**src/uvd_pkg.sv**
```systemverilog
// Package for the undervoltage detector control block
// Assumes a classic Wishbone slave with 32-bit data, byte offsets

package uvd_pkg;

    // ----------------------------------------
    // Register offsets
    // ----------------------------------------
    localparam logic [3:0] ADDR_MODE   = 4'h0;
    localparam logic [3:0] ADDR_LEVEL  = 4'h4;
    localparam logic [3:0] ADDR_STATUS = 4'h8;
    localparam logic [3:0] ADDR_MASK   = 4'hc;

    // ----------------------------------------
    // Mode register fields
    // ----------------------------------------
    localparam int MODE_ON_BIT  = 7;
    localparam int MODE_SRC_BIT = 2;
    localparam int MODE_RST_BIT = 1;
    localparam int MODE_FLG_BIT = 0;

    // ----------------------------------------
    // Field widths and reset values
    // ----------------------------------------
    localparam int LEVEL_W = 4;
    localparam logic [7:0] MODE_RST_VAL  = 8'h00;
    localparam logic [3:0] LEVEL_RST_VAL = 4'h7;
    localparam logic [1:0] MASK_RST_VAL  = 2'h3;

    // Status bits: detect event, reset event
    localparam int STS_DET_BIT = 0;
    localparam int STS_RST_BIT = 1;

    // External source threshold in millivolts
    localparam int EXT_THRESH_MV = 1210;

    typedef enum logic [1:0] {
        UVD_IDLE,
        UVD_ARMED,
        UVD_LOW
    } uvd_state_t;

endpackage

```
**src/uvd_sync.sv**
```systemverilog
// Three-stage synchroniser with agreement filter
// Assumes input is asynchronous to clk_i

`timescale 1ns/10ps

module uvd_sync (
    // Clock and reset
    input  wire logic clk_i,
    input  wire logic rst_i,
    // Data
    input  wire logic d_i,
    output logic      q_o
);

    logic s1_r, s2_r, s3_r, q_r;
    logic q_nxt;

    // Change only when stages two and three agree
    always_comb begin
        q_nxt = (s2_r == s3_r) ? s3_r : q_r;
    end

    always_ff @(posedge clk_i) begin
        if (rst_i) begin
            s1_r <= 1'b0;
            s2_r <= 1'b0;
            s3_r <= 1'b0;
            q_r  <= 1'b0;
        end else begin
            s1_r <= d_i;
            s2_r <= s1_r;
            s3_r <= s2_r;
            q_r  <= q_nxt;
        end
    end

    assign q_o = q_r;

endmodule

```
**src/uvd_ctrl.sv**
```systemverilog
// Undervoltage detector control: registers, source select, reset and irq
// Assumes analog comparators outside; their outputs arrive as async levels
// How it works
// - Writing 00h to mode, or clearing the on bit, stops detection.
// - External source uses fixed 1.21 V threshold; level select ignored.
// - Reset mode asserts internal reset only while voltage is below threshold.
// - Unmasked detection may interrupt right after start-up completes.
// - Own internal reset never clears these registers; system reset does.
//
// The implementer's own choices: the register offsets and the Wishbone slave port.

`timescale 1ns/10ps

module uvd_ctrl (
    // Clock and system reset
    input  wire logic        clk_i,
    input  wire logic        rst_i,
    // Wishbone slave
    input  wire logic        cyc_i,
    input  wire logic        stb_i,
    input  wire logic        we_i,
    input  wire logic [3:0]  adr_i,
    input  wire logic [3:0]  sel_i,
    input  wire logic [31:0] dat_i,
    output logic [31:0]      dat_o,
    output logic             ack_o,
    // Comparators
    input  wire logic        supply_below_i,
    input  wire logic        ext_below_i,
    // Level select, source select and comparator enable to the analog side
    output logic [3:0]       level_sel_o,
    output logic             ext_src_o,
    output logic             cmp_en_o,
    // Results
    output logic             uvd_reset_o,
    output logic             irq_o
);

    // ----------------------------------------
    // Comparator synchronisers
    // ----------------------------------------
    logic sup_low, ext_low;

    uvd_sync u_sync_sup (
        .clk_i (clk_i),
        .rst_i (rst_i),
        .d_i   (supply_below_i),
        .q_o   (sup_low)
    );

    uvd_sync u_sync_ext (
        .clk_i (clk_i),
        .rst_i (rst_i),
        .d_i   (ext_below_i),
        .q_o   (ext_low)
    );

    // ----------------------------------------
    // Register state
    // ----------------------------------------
    logic [7:0]             mode_r, mode_nxt;
    logic [3:0]             level_r, level_nxt;
    logic [1:0]             sts_r, sts_nxt;
    logic [1:0]             mask_r, mask_nxt;
    logic                   ack_r, ack_nxt;
    logic [31:0]            dat_r, dat_nxt;
    uvd_pkg::uvd_state_t    st_r, st_nxt;

    logic wr, rd, below, on, rst_mode;

    assign wr       = cyc_i & stb_i & we_i & ~ack_r;
    assign rd       = cyc_i & stb_i & ~we_i & ~ack_r;
    assign on       = mode_r[uvd_pkg::MODE_ON_BIT];
    assign rst_mode = mode_r[uvd_pkg::MODE_RST_BIT];

    assign below = mode_r[uvd_pkg::MODE_SRC_BIT] ? ext_low : sup_low;

    // ----------------------------------------
    // Detector state machine
    // ----------------------------------------
    always_comb begin
        st_nxt = st_r;
        case (st_r)
            uvd_pkg::UVD_IDLE: begin
                if (on) begin
                    st_nxt = uvd_pkg::UVD_ARMED;
                end
            end
            uvd_pkg::UVD_ARMED: begin
                if (!on) begin
                    st_nxt = uvd_pkg::UVD_IDLE;
                end else if (below) begin
                    st_nxt = uvd_pkg::UVD_LOW;
                end
            end
            uvd_pkg::UVD_LOW: begin
                if (!on) begin
                    st_nxt = uvd_pkg::UVD_IDLE;
                end else if (!below) begin
                    st_nxt = uvd_pkg::UVD_ARMED;
                end
            end
            default: st_nxt = uvd_pkg::UVD_IDLE;
        endcase
    end

    logic det_evt;
    // Detection fires as soon as armed and low
    assign det_evt = (st_r == uvd_pkg::UVD_ARMED) && on && below;

    // ----------------------------------------
    // Register file
    // ----------------------------------------
    always_comb begin
        mode_nxt  = mode_r;
        level_nxt = level_r;
        mask_nxt  = mask_r;
        sts_nxt   = sts_r;
        ack_nxt   = cyc_i & stb_i & ~ack_r;
        dat_nxt   = dat_r;
        if (wr && sel_i[0]) begin
            case (adr_i)
                // Byte write of 00h or on-bit clear stops detection
                uvd_pkg::ADDR_MODE:   mode_nxt  = dat_i[7:0] & 8'h86;
                // Upper bits dropped; software keeps level stable
                uvd_pkg::ADDR_LEVEL:  level_nxt = dat_i[3:0];
                uvd_pkg::ADDR_STATUS: sts_nxt   = sts_r & ~dat_i[1:0];
                uvd_pkg::ADDR_MASK:   mask_nxt  = dat_i[1:0];
                default: ;
            endcase
        end
        // Set wins over clear
        if (det_evt) begin
            sts_nxt[uvd_pkg::STS_DET_BIT] = 1'b1;
        end
        if (det_evt && rst_mode) begin
            sts_nxt[uvd_pkg::STS_RST_BIT] = 1'b1;
        end
        if (rd) begin
            case (adr_i)
                uvd_pkg::ADDR_MODE:   dat_nxt = {24'h000000, mode_r[7:1],
                                                 (st_r == uvd_pkg::UVD_LOW)};
                uvd_pkg::ADDR_LEVEL:  dat_nxt = {28'h0000000, level_r};
                uvd_pkg::ADDR_STATUS: dat_nxt = {30'h00000000, sts_r};
                uvd_pkg::ADDR_MASK:   dat_nxt = {30'h00000000, mask_r};
                default:              dat_nxt = 32'h00000000;
            endcase
        end
    end

    // Only system reset clears; own reset output never feeds back
    always_ff @(posedge clk_i) begin
        if (rst_i) begin
            mode_r  <= uvd_pkg::MODE_RST_VAL;
            level_r <= uvd_pkg::LEVEL_RST_VAL;
            mask_r  <= uvd_pkg::MASK_RST_VAL;
            sts_r   <= 2'h0;
            ack_r   <= 1'b0;
            dat_r   <= 32'h00000000;
            st_r    <= uvd_pkg::UVD_IDLE;
        end else begin
            mode_r  <= mode_nxt;
            level_r <= level_nxt;
            mask_r  <= mask_nxt;
            sts_r   <= sts_nxt;
            ack_r   <= ack_nxt;
            dat_r   <= dat_nxt;
            st_r    <= st_nxt;
        end
    end

    // ----------------------------------------
    // Outputs
    // ----------------------------------------
    assign ack_o       = ack_r;
    assign dat_o       = dat_r;
    assign level_sel_o = level_r;
    assign ext_src_o   = mode_r[uvd_pkg::MODE_SRC_BIT];
    assign cmp_en_o    = on;
    // Reset only while low in reset mode
    assign uvd_reset_o = on && rst_mode && (st_r == uvd_pkg::UVD_LOW);
    assign irq_o       = |(sts_r & ~mask_r);

    // ----------------------------------------
    // Checks
    // ----------------------------------------
    mode_stop_a: assert property (@(posedge clk_i) disable iff (rst_i)
        (wr && sel_i[0] && adr_i == uvd_pkg::ADDR_MODE && !dat_i[7])
        |=> !cmp_en_o ##1 (st_r == uvd_pkg::UVD_IDLE))
        else $error("detector did not stop");

    reset_low_a: assert property (@(posedge clk_i) disable iff (rst_i)
        uvd_reset_o |-> (rst_mode && on && $past(below)))
        else $error("reset without low voltage");

    reset_high_a: assert property (@(posedge clk_i) disable iff (rst_i)
        (on && !below) |=> !uvd_reset_o)
        else $error("reset while voltage good");

    ext_source_a: assert property (@(posedge clk_i) disable iff (rst_i)
        (ext_src_o && on && !ext_low && $stable(ext_low) && sup_low)
        |=> !uvd_reset_o)
        else $error("supply used with external source");

    det_irq_a: assert property (@(posedge clk_i) disable iff (rst_i)
        (det_evt && !mask_r[uvd_pkg::STS_DET_BIT]
         && !(wr && adr_i == uvd_pkg::ADDR_MASK)) |=> irq_o)
        else $error("unmasked detection gave no irq");

    sticky_set_a: assert property (@(posedge clk_i) disable iff (rst_i)
        det_evt |=> sts_r[uvd_pkg::STS_DET_BIT])
        else $error("detection flag lost");

    self_hold_a: assert property (@(posedge clk_i) disable iff (rst_i)
        (uvd_reset_o && !wr) |=> $stable(mode_r) && $stable(level_r))
        else $error("registers changed by own reset");

    sync_delay_a: assert property (@(posedge clk_i) disable iff (rst_i)
        $rose(sup_low) |-> ($past(supply_below_i, 3) && $past(supply_below_i, 4)))
        else $error("synchronised low not seen");

endmodule

```
**config.mk**
```make
export PLATFORM = sky130hd
export DESIGN_NAME = uvd_ctrl
export DESIGN_NICKNAME = d
export VERILOG_FILES = /design/src/uvd_pkg.sv /design/src/uvd_sync.sv /design/src/uvd_ctrl.sv
export SDC_FILE = /design/constraint.sdc
export NUM_CORES = 1
export LEC_CHECK = 0
export BUFFER_PORTS_ARGS = -buffer_cell sky130_fd_sc_hd__clkbuf_2
export CAP_MARGIN = 20
export CORE_MARGIN = 3
export CORE_UTILIZATION = 45
export DETAILED_ROUTE_END_ITERATION = 10
export PLACE_DENSITY = 0.9
export SYNTH_ARGS = -nofsm -noshare
export SYNTH_HDL_FRONTEND = slang
export SYNTH_HIERARCHICAL = 1
export SYNTH_SLANG_ARGS = --single-unit
```
**constraint.sdc**
```tcl
create_clock -name clk_i -period 2.5 [get_ports clk_i]
set_input_delay 0 -clock clk_i [delete_from_list [all_inputs] [get_ports clk_i]]
set_output_delay 0 -clock clk_i [all_outputs]
set_load 0.02 [all_outputs]
```
# [Yosys cells after proc, flatten, opt, wreduce, memory -nomap -nowiden]
# Index checks and enable logic that the tools add are counted.
[op_classes] n_eq_ne=10 muxes=12 bitwise_logic=12 reduce_logical=19
[ops] cell="8-bit one-hot mux with 4 select lines" count=1
[ops] cell="2-bit two-way mux" count=7
[ops] cell="2-bit AND reduction" count=5
[ops] cell="4-bit == test (second input constant)" count=2
[ops] cell="2-bit nonzero test" count=4
[ops] cell="1-bit bitwise AND" count=6
[ops] cell="1-bit logical AND" count=6
[ops] cell="3-bit inequality test (second input constant)" count=2
[ops] cell="2-bit one-hot mux with 3 select lines" count=1
[ops] cell="2-bit bitwise AND" count=2
[ops] cell="4-bit by 3-bit == test with 1-bit output (second input constant)" count=1
[ops] cell="4-bit logical NOT" count=1
[ops] cell="2-bit NOT" count=2
[ops] cell="1-bit two-way mux" count=3
[ops] cell="3-bit AND reduction" count=1
[ops] cell="1-bit == test" count=2
[ops] cell="2-bit by 1-bit == test with 1-bit output (second input constant)" count=1
[ops] cell="2-bit == test (second input constant)" count=1
[ops] cell="2-bit logical NOT" count=1
[ops] cell="2-bit inequality test (second input constant)" count=1
[ops] cell="1-bit NOT" count=2
[ops] cell="2-bit OR reduction" count=1
[totals] in_bits=47 output_inout_bits=41 elab_cells=69 ff_bits=54

# [Depth between registers and ports, before layout]
# Gate-level depths: netlist of run 1.
[depth] depth_word=6 depth_mapped=4

# [Hierarchy]
# Netlist of run 1, hierarchy kept.
[by_module_without_submodules] mod="uvd_ctrl" cells_per_inst=120 area_each_um2=1113.6 n_inst=1
[by_module_without_submodules] mod="uvd_sync" cells_per_inst=10 area_each_um2=112.6 n_inst=2

# [Least setup slack after synthesis of run 1]
# No wires, ideal clock.
[synth_path] path_type="register to register" from="register ack_r, in the netlist ack_o" to="register mode_r[1]" path_slack_ns=1.171 path_buffers=0 t_required_ns=2.428 arrival_time_ns=1.257 setup_ns=0.072 stages_incl_launch_ff=4 cell_sequence="dfxtp_1 nand3b_1 nor4b_2 mux2i_1"
[synth_between] elab_chain_len=4
[synth_lines] element="from (decl)" line="uvd_ctrl.sv:65" rtl="logic ack_r, ack_nxt;"
[synth_lines] element="from (signal assigned)" line="uvd_ctrl.sv:166" rtl="ack_r <= ack_nxt;"
[synth_lines] element="1-bit NOT" line="uvd_ctrl.sv:71" rtl="assign wr = cyc_i & stb_i & we_i & ~ack_r;"
[synth_lines] element="1-bit bitwise AND" line="uvd_ctrl.sv:71"
[synth_lines] element="1-bit logical AND" line="uvd_ctrl.sv:121" rtl="if (wr && sel_i[0]) begin"
[synth_lines] element="2-bit AND reduction (no source line)"
[synth_lines] element="to (signal assigned)" line="uvd_ctrl.sv:154" rtl="mode_r <= uvd_pkg::MODE_RST_VAL;"
[synth_lines] element="to (signal assigned)" line="uvd_ctrl.sv:162" rtl="mode_r <= mode_nxt;"
[synth_lines] element="to (decl)" line="uvd_ctrl.sv:61" rtl="logic [7:0] mode_r, mode_nxt;"
# Every way passes these cells.
# A chain may end at the register's enable or synchronous reset.

# [Worst setup path after layout of run 1]
[layout_path] from="input adr_i[1]" to="register dat_r[2], in the netlist dat_o[2]"
[layout_between] elab_chain_len=2 elab_cells_between_ends=5
[layout_lines] element="from (decl)" line="uvd_ctrl.sv:22" rtl="input wire logic [3:0] adr_i,"
[layout_lines] element="4-bit == test, or another cell as far along" line="uvd_ctrl.sv:140" rtl="case (adr_i)"
[layout_lines] element="8-bit one-hot mux with 4 select lines *" line="uvd_ctrl.sv:140"
[layout_lines] element="to (signal assigned)" line="uvd_ctrl.sv:167" rtl="dat_r <= dat_nxt;"
[layout_lines] element="to (decl)" line="uvd_ctrl.sv:66" rtl="logic [31:0] dat_r, dat_nxt;"
# Every way passes the cells marked *; elsewhere a longest branch is shown, timed or not.

==> flow_summary_export.csv, run 1 <==
group,metric,value,unit
status,status,"finished clean",
place,port_buffers,30,
power,netSwitchingFraction,0.265,
clock_network,cts_buffers,3,
place,place.gp.congestion,0.812,
floorplanning,fp.dieW,60.5,µm
setup_path,crit_buf_inv,3,
setup_path,worstPathMaxFanout,5,
timing,clock-skew-final,0.00710,ns
power,pwr-share-comb,0.145,
timing,rsz0062_at_grt,"false",
global_routing,grt_antenna_before_repair,0,
finish,num_antenna_cells,0,
synth,synth_top_family_by_area,"simple AND/OR/NAND/NOR gates",
clock_network,htree_levels,1,
synth,synth_ff_type,"dfxtp_1",
place,place_area,1420,µm²
job,drv_cap,0,
clock_network,cts_tree,"yes",
power,p_int,532,µW
setup_path,worst_ep_arrival_time,1.78,ns
finish,final_area,1540,µm²
synth,ys_warn_count,6,
floorplanning,core,2810,µm²
power,powerDensity,470,nW/µm²
route,routedWlPerCell,11.9,µm
timing,finalSetupViolCount,0,
place,hpwl,1.90,mm
timing,worst_slew_pin_slew,0.538,ns
timing,drv_slew,0,
hold_path,hp-class,"input pin to flip-flop",
timing,max_slew_margin,0.641,
synth,synth_area_per_cell,9.56,µm²
timing,hold_viol,0,
timing,finalHoldWorstSlack,0.0430,ns
synth,yosys-top-cells-area,"dfxtp_1 (40%), buf_4 (15%), mux2i_1 (6.7%)",
clock_network,clockBufferDepth,2,
synth,synth-edff-count,0,
clock_network,clock-sinks,27,
timing,final.min_clock_period,1.52,ns
setup_path,critPathLaunchType,"input pin",
floorplanning,die_h,60.5,µm
setup_path,path_cells,"dlygate4sd3_1, clkbuf_2, nor3_2, dlygate4sd3_1, nand3_1, a21oi_1",
setup_path,crit_family,"buffers and inverters",
route,firstDrtPassIters,5,
setup_path,path_class,"input pin to flip-flop",
power,p_leak,0.000668,µW
power,switchingPower,192,µW
clock_network,clockRootBuffer,"clkbuf_4",
global_routing,grt_pass1_vias,925,
finish,drive_above_1_share,0.232,
timing,max_clock_freq,656,MHz
global_routing,gr-total-overflow,0,
synth,ys_types,34,
synth,synthSimpleGateAreaFrac,0.225,
floorplanning,dieArea,3670,µm²
route,drt_iter0_markers,55,
setup_path,end_kind,"flip-flop",
clock_network,cts_resized,0,
setup_path,worstPathRequired,2.76,ns
synth,synth.area.mux_share,0.118,
synth,netlist.area_leader.share,0.404,
route,vias_per_cell,4.85,
synth,syn_inst,140,
clock_network,clk_latency,0.32,ns
finish,final_nets,229,
synth,synth_compound_area_frac,0.0748,
setup_path,critPathSlowestCell,"dlygate4sd3_1",
finish,multi_input_area,671,µm²
global_routing,grt_max_degree,27,
synth,synthTopCellsByCount,"buf_4 (27), dfxtp_1 (27), nand2_1 (12), nor2_1 (10), mux2i_1 (9)",
power,seqPwrFrac,0.605,
global_routing,grt.total_usage,0.147,
setup_path,crit_top_cell,"dlygate4sd3_1",
route,drtAntennaViolNets,0,
route,routed_wl,2.52,mm
route,drc,0,
route,dr_total_vias,1028,
timing,fin_setup_tns,0,ns
finish,syn2layout_area_growth,15.1,%
global_routing,grt_pass1_wl,4.06,mm
floorplanning,pin_count,88,
synth,synth_area_leader_cell,"dfxtp_1",
floorplanning,rows,19,
timing,min_period_over_period,0.610,
floorplanning,start_util,0.477,
clock_network,post_cts.repair.setup_buffers,0,
synth,async_reset_ff_frac,0,
synth,synthXorXnorAreaFrac,0,
synth,ys_ff_latch,27,
setup_path,r2r_setup_slack,1.07,ns
synth,syn_area,1340,µm²
finish,seq_area,541,µm²
power,p_clk_frac,0.250,
setup_path,max_stage_delay,0.59,ns
synth,ys_seq_area_frac,0.404,
power,irDropWorstVdd,0.000303,V
clock_network,clk_pin_slew,0.14,ns
synth,synthAdderAreaFrac,0.00748,
finish,fillers,255,
## final cells by class
type                       count  share of cell area
multi-input combinational    106               0.435
clock buffer                   4              0.0170
sequential                    27               0.351
tap                           31              0.0252
timing repair buffer          40               0.162
inverter                       4             0.00974
## worst reg2reg max path, delay by kind of cell, from the launching register on
kind	cells	cell delay (ns)
AND/OR/NAND/NOR	2	0.77
flip-flops	1	0.37
multiplexers	1	0.24
## cells by family (layout without fill, tap and decap cells)
logic type / count (synthesis) / after routing
compound gates: 15 / 15
simple gates: 50 / 50
mux: 13 / 13
flops: 27 / 27
fa+ha+maj: 1 / 1
buf+inv: 33 / 48
other cells: 1 / 27
## stage by stage
stage	cells	utilization	total power, µW	setup slack [ns]
floorplan	166	-	546	1.17
detailed placement	198	0.504	539	1.09
global route	212	0.550	760	0.872
global placement	198	0.504	538	1.13
CTS	212	0.550	730	0.996
finish	212	0.550	724	0.976
## cells in the final DEF (no fill, tap or decap), types with 3 or more instances in the layout
cell | synthesis | routed
clkbuf_4 | 0 | 3
nor2b_1 | 8 | 8
nand4_1 | 3 | 3
dlygate4sd3_1 | 0 | 10
mux2i_1 | 9 | 9
nor2_1 | 10 | 10
conb_1 | 1 | 27
nand2_1 | 12 | 12
clkbuf_2 | 0 | 30
nand2b_1 | 4 | 4
a21oi_1 | 7 | 7
dfxtp_1 | 27 | 27
## power groups by stage
stage | combinational, µW | sequential [µW] | clock (µW)
floorplan | 97.3 | 449 | 0
global placement | 90.5 | 448 | 0
detailed placement | 91.3 | 448 | 0
CTS | 103 | 438 | 189
global route | 115 | 439 | 205
finish | 105 | 438 | 181
## final timing paths
kind | start | endpoint | cells after the start
worst max-delay path | adr_i[1] | dat_o[2] | 6
worst min-delay path | adr_i[2] | dat_o[3] | 3
worst max register to register | ack_o | mode_r[7] | 3
worst min register to register | u_sync_ext/s1_r | u_sync_ext/s2_r | 1
## routing by layer
metal	track usage	part of all wire	vias to the layer above
met1	0.177	0.43	463
met2	0.252	0.48	44
li1	-	-	517
met5	0	0	-
met3	0.0426	0.073	4
met4	0.0526	0.015	0
## timing repair
| item | in CTS | in global routing |
|---|---|---|
| hold buffers | 10 | 0 |
| endpoints found under the hold margin | 13 | 0 |
| endpoints found under the setup margin | 0 | 0 |
## state kept, by name (all words and copies together), names as in the netlist
signal	cells
u_sync_sup/s1_r	1
u_sync_ext/s1_r	1
u_sync_sup/s3_r	1
u_sync_sup/s2_r	1
ack_o	1
mode_r	3
st_r	2
mask_r	2
u_sync_sup/q_o	1
dat_o	5
u_sync_ext/s3_r	1
u_sync_ext/s2_r	1
sts_r	2
level_sel_o	4
u_sync_ext/q_o	1
Power figures use the tool's default switching activity.
==> run 2, diff against run 1 <==
--- a/config.mk
+++ b/config.mk
@@ -8,9 +8,9 @@
 export BUFFER_PORTS_ARGS = -buffer_cell sky130_fd_sc_hd__clkbuf_2
 export CAP_MARGIN = 20
 export CORE_MARGIN = 3
-export CORE_UTILIZATION = 45
+export CORE_UTILIZATION = 37
 export DETAILED_ROUTE_END_ITERATION = 10
-export PLACE_DENSITY = 0.9
+export PLACE_DENSITY = 0.8
 export SYNTH_ARGS = -nofsm -noshare
 export SYNTH_HDL_FRONTEND = slang
 export SYNTH_HIERARCHICAL = 1
==> constraint.sdc (replaced) <==
create_clock -name clk_i -period 1.3 [get_ports clk_i]
set_input_delay 0 -clock clk_i [delete_from_list [all_inputs] [get_ports clk_i]]
set_output_delay 0 -clock clk_i [all_outputs]
set_load 0.02 [all_outputs]
==> run 2 against run 1 <==
The run now ends with setup timing left. Final cell count up 11%. Register-to-register slack lost 1.1 ns. Non-clock buffer count rose by 9. Wire length up 6.0%. Global-route usage is 2.2 points lower. Combinational power grew 110%. First-iteration DRC count decreased by 47%. Clock skew decreased by 0.0050 ns. Hold slack better by 0.011 ns. Sequential cell count stayed put.
==> flow_summary_export.csv, run 2 (synthesized netlist as in run 1, its figures left out) <==
group,metric,value,unit
clock_network,clk_pin_slew,0.14,ns
timing,max_clock_freq,756,MHz
finish,instances_no_fill,236,
route,drt_iter0_markers,29,
global_routing,grt.total_usage,0.125,
setup_path,critPathSlowestCell,"dfxtp_2",
hold_path,hp-class,"input pin to flip-flop",
floorplanning,pin_count,88,
route,dr_total_vias,1056,
clock_network,clockBufferDepth,2,
floorplanning,rows,21,
job,drv_cap,0,
clock_network,cts_buffers,3,
status,status,"finished, violations left",
floorplanning,core,3420,µm²
place,hpwl,2.12,mm
finish,largest_reg_flops,5,
timing,finalSetupViolCount,3,
timing,final.min_clock_period,1.32,ns
clock_network,cts_tree,"yes",
setup_path,r2r_setup_slack,-0.02,ns
setup_path,path_cells,"nand3b_1, nor4b_4, buf_4, mux2i_1",
setup_path,timing.rr.start,"ack_o",
route,drtAntennaViolNets,0,
setup_path,worstPathRequired,1.57,ns
setup_path,end_kind,"flip-flop",
floorplanning,dieArea,4380,µm²
timing,clock-skew-final,0.00207,ns
setup_path,path_class,"flip-flop to flip-flop",
floorplanning,die_h,66.2,µm
finish,num_antenna_cells,0,
hold_path,min_from,"adr_i[2]",
setup_path,critPathLaunchType,"flip-flop",
global_routing,grt_max_degree,16,
finish,layout_commonest_cell,"clkbuf_2",
power,p_leak,0.000729,µW
finish,fillers,363,
setup_path,max_stage_delay,0.35,ns
floorplanning,start_util,0.392,
power,irDropWorstVdd,0.000510,V
setup_path,r2r_cells,4,
hold_path,hold_depth,3,
global_routing,gr-total-overflow,0,
place,pre_cts_ws,0.0138,ns
route,drc,0,
clock_network,clk_latency,0.33,ns
timing,hold_viol,0,
setup_path,crit_family,"simple AND/OR/NAND/NOR gates",
route,routed_wl,2.68,mm
power,finalPower,1420,µW
global_routing,grt_pass1_vias,986,
finish,drive_above_1_share,0.300,
clock_network,clockRootBuffer,"clkbuf_4",
finish,mostFrequentLayoutCells,"clkbuf_2 (30), conb_1 (27), dfxtp_1 (25), nand2_1 (12), dlygate4sd3_1 (11)",
route,vias_per_cell,4.47,
setup_path,crit_buf_inv,1,
clock_network,htree_levels,1,
floorplanning,fp.dieW,66.2,µm
timing,rsz0062_at_grt,"true",
setup_path,r2r_end,"level_sel_o[0]",
status,violations,"setup timing",
hold_path,hold_path_end,"dat_o[3]",
clock_network,clock-sinks,27,
route,routedWlPerCell,11.3,µm
timing,timing.final.ws_setup,-0.0227,ns
power,powerDensity,851,nW/µm²
setup_path,worstPathMaxFanout,3,
setup_path,worst_ep_arrival_time,1.60,ns
global_routing,grt_antenna_before_repair,0,
finish,final_nets,238,
global_routing,grt_pass1_wl,4.22,mm
place,place.gp.congestion,0.791,
timing,drv_slew,0,
route,firstDrtPassIters,4,
place,port_buffers,30,
finish,syn2layout_area_growth,25.0,%
timing,min_period_over_period,1.02,
place,placed_cells,220,
## run 2: worst min-delay path: cells and delay by family
kind | cells | cell delay, ns
compound gates | 1 | 0.06
buf+inv | 1 | 0.17
simple gates | 1 | 0.12
## run 2: per-stage QoR
step	TNS [ns]	cell area (µm²)	utilization	hold slack, ns
finish	-0.0517	1670	0.490	0.0541
global route	-0.896	1670	0.490	0.0597
CTS	-0.0698	1640	0.479	0.0530
detailed placement	0	1500	0.438	0.217
global placement	0	1500	0.438	0.210
floorplan	-0.0742	1450	-	0.0691
## run 2: worst max path at each step
stage                     depth (start not counted)  startpoint             end  slack [ns]
after global routing                              4       ack_o  level_sel_o[3]       -0.14
final                                             4       ack_o  level_sel_o[0]       -0.02
after global placement                            4       ack_o  level_sel_o[1]        0.03
after CTS                                         4       ack_o  level_sel_o[0]       -0.02
after floorplan                                   3       ack_o  level_sel_o[0]       -0.02
after detailed placement                          4       ack_o  level_sel_o[1]        0.01
## run 2: power breakdown
group | switching [µW] | total, µW | internal [µW]
Sequential | 4.69 | 843 | 838
Clock | 248 | 364 | 116
Combinational | 142 | 218 | 76.0
## run 2: layer usage
layer	GRT usage	routed length (µm)	up-vias
li1	-	-	529
met1	0.149	1100	491
met2	0.216	1360	31
met3	0.0255	169	5
met4	0.0533	51	0
met5	0	0	-
## run 2: what timing repair did
action / in CTS / in global routing
pin swaps: 0 / 2
hold buffers: 11 / 0
setup buffers: 0 / 1
setup endpoints to repair: 5 / 16
resized for setup: 2 / 5
hold endpoints to repair: 16 / 0
## run 2: final cells by class
cell class                      instances  area, µm²  area share
Tap cell                               46       57.6      0.0344
Multi-Input combinational cell        106        709       0.424
Inverter                                4       15.0     0.00898
Timing Repair Buffer                   49        320       0.191
Clock buffer                            3       22.5      0.0135
Sequential cell                        27        543       0.325
Clock inverter                          1       5.00     0.00299
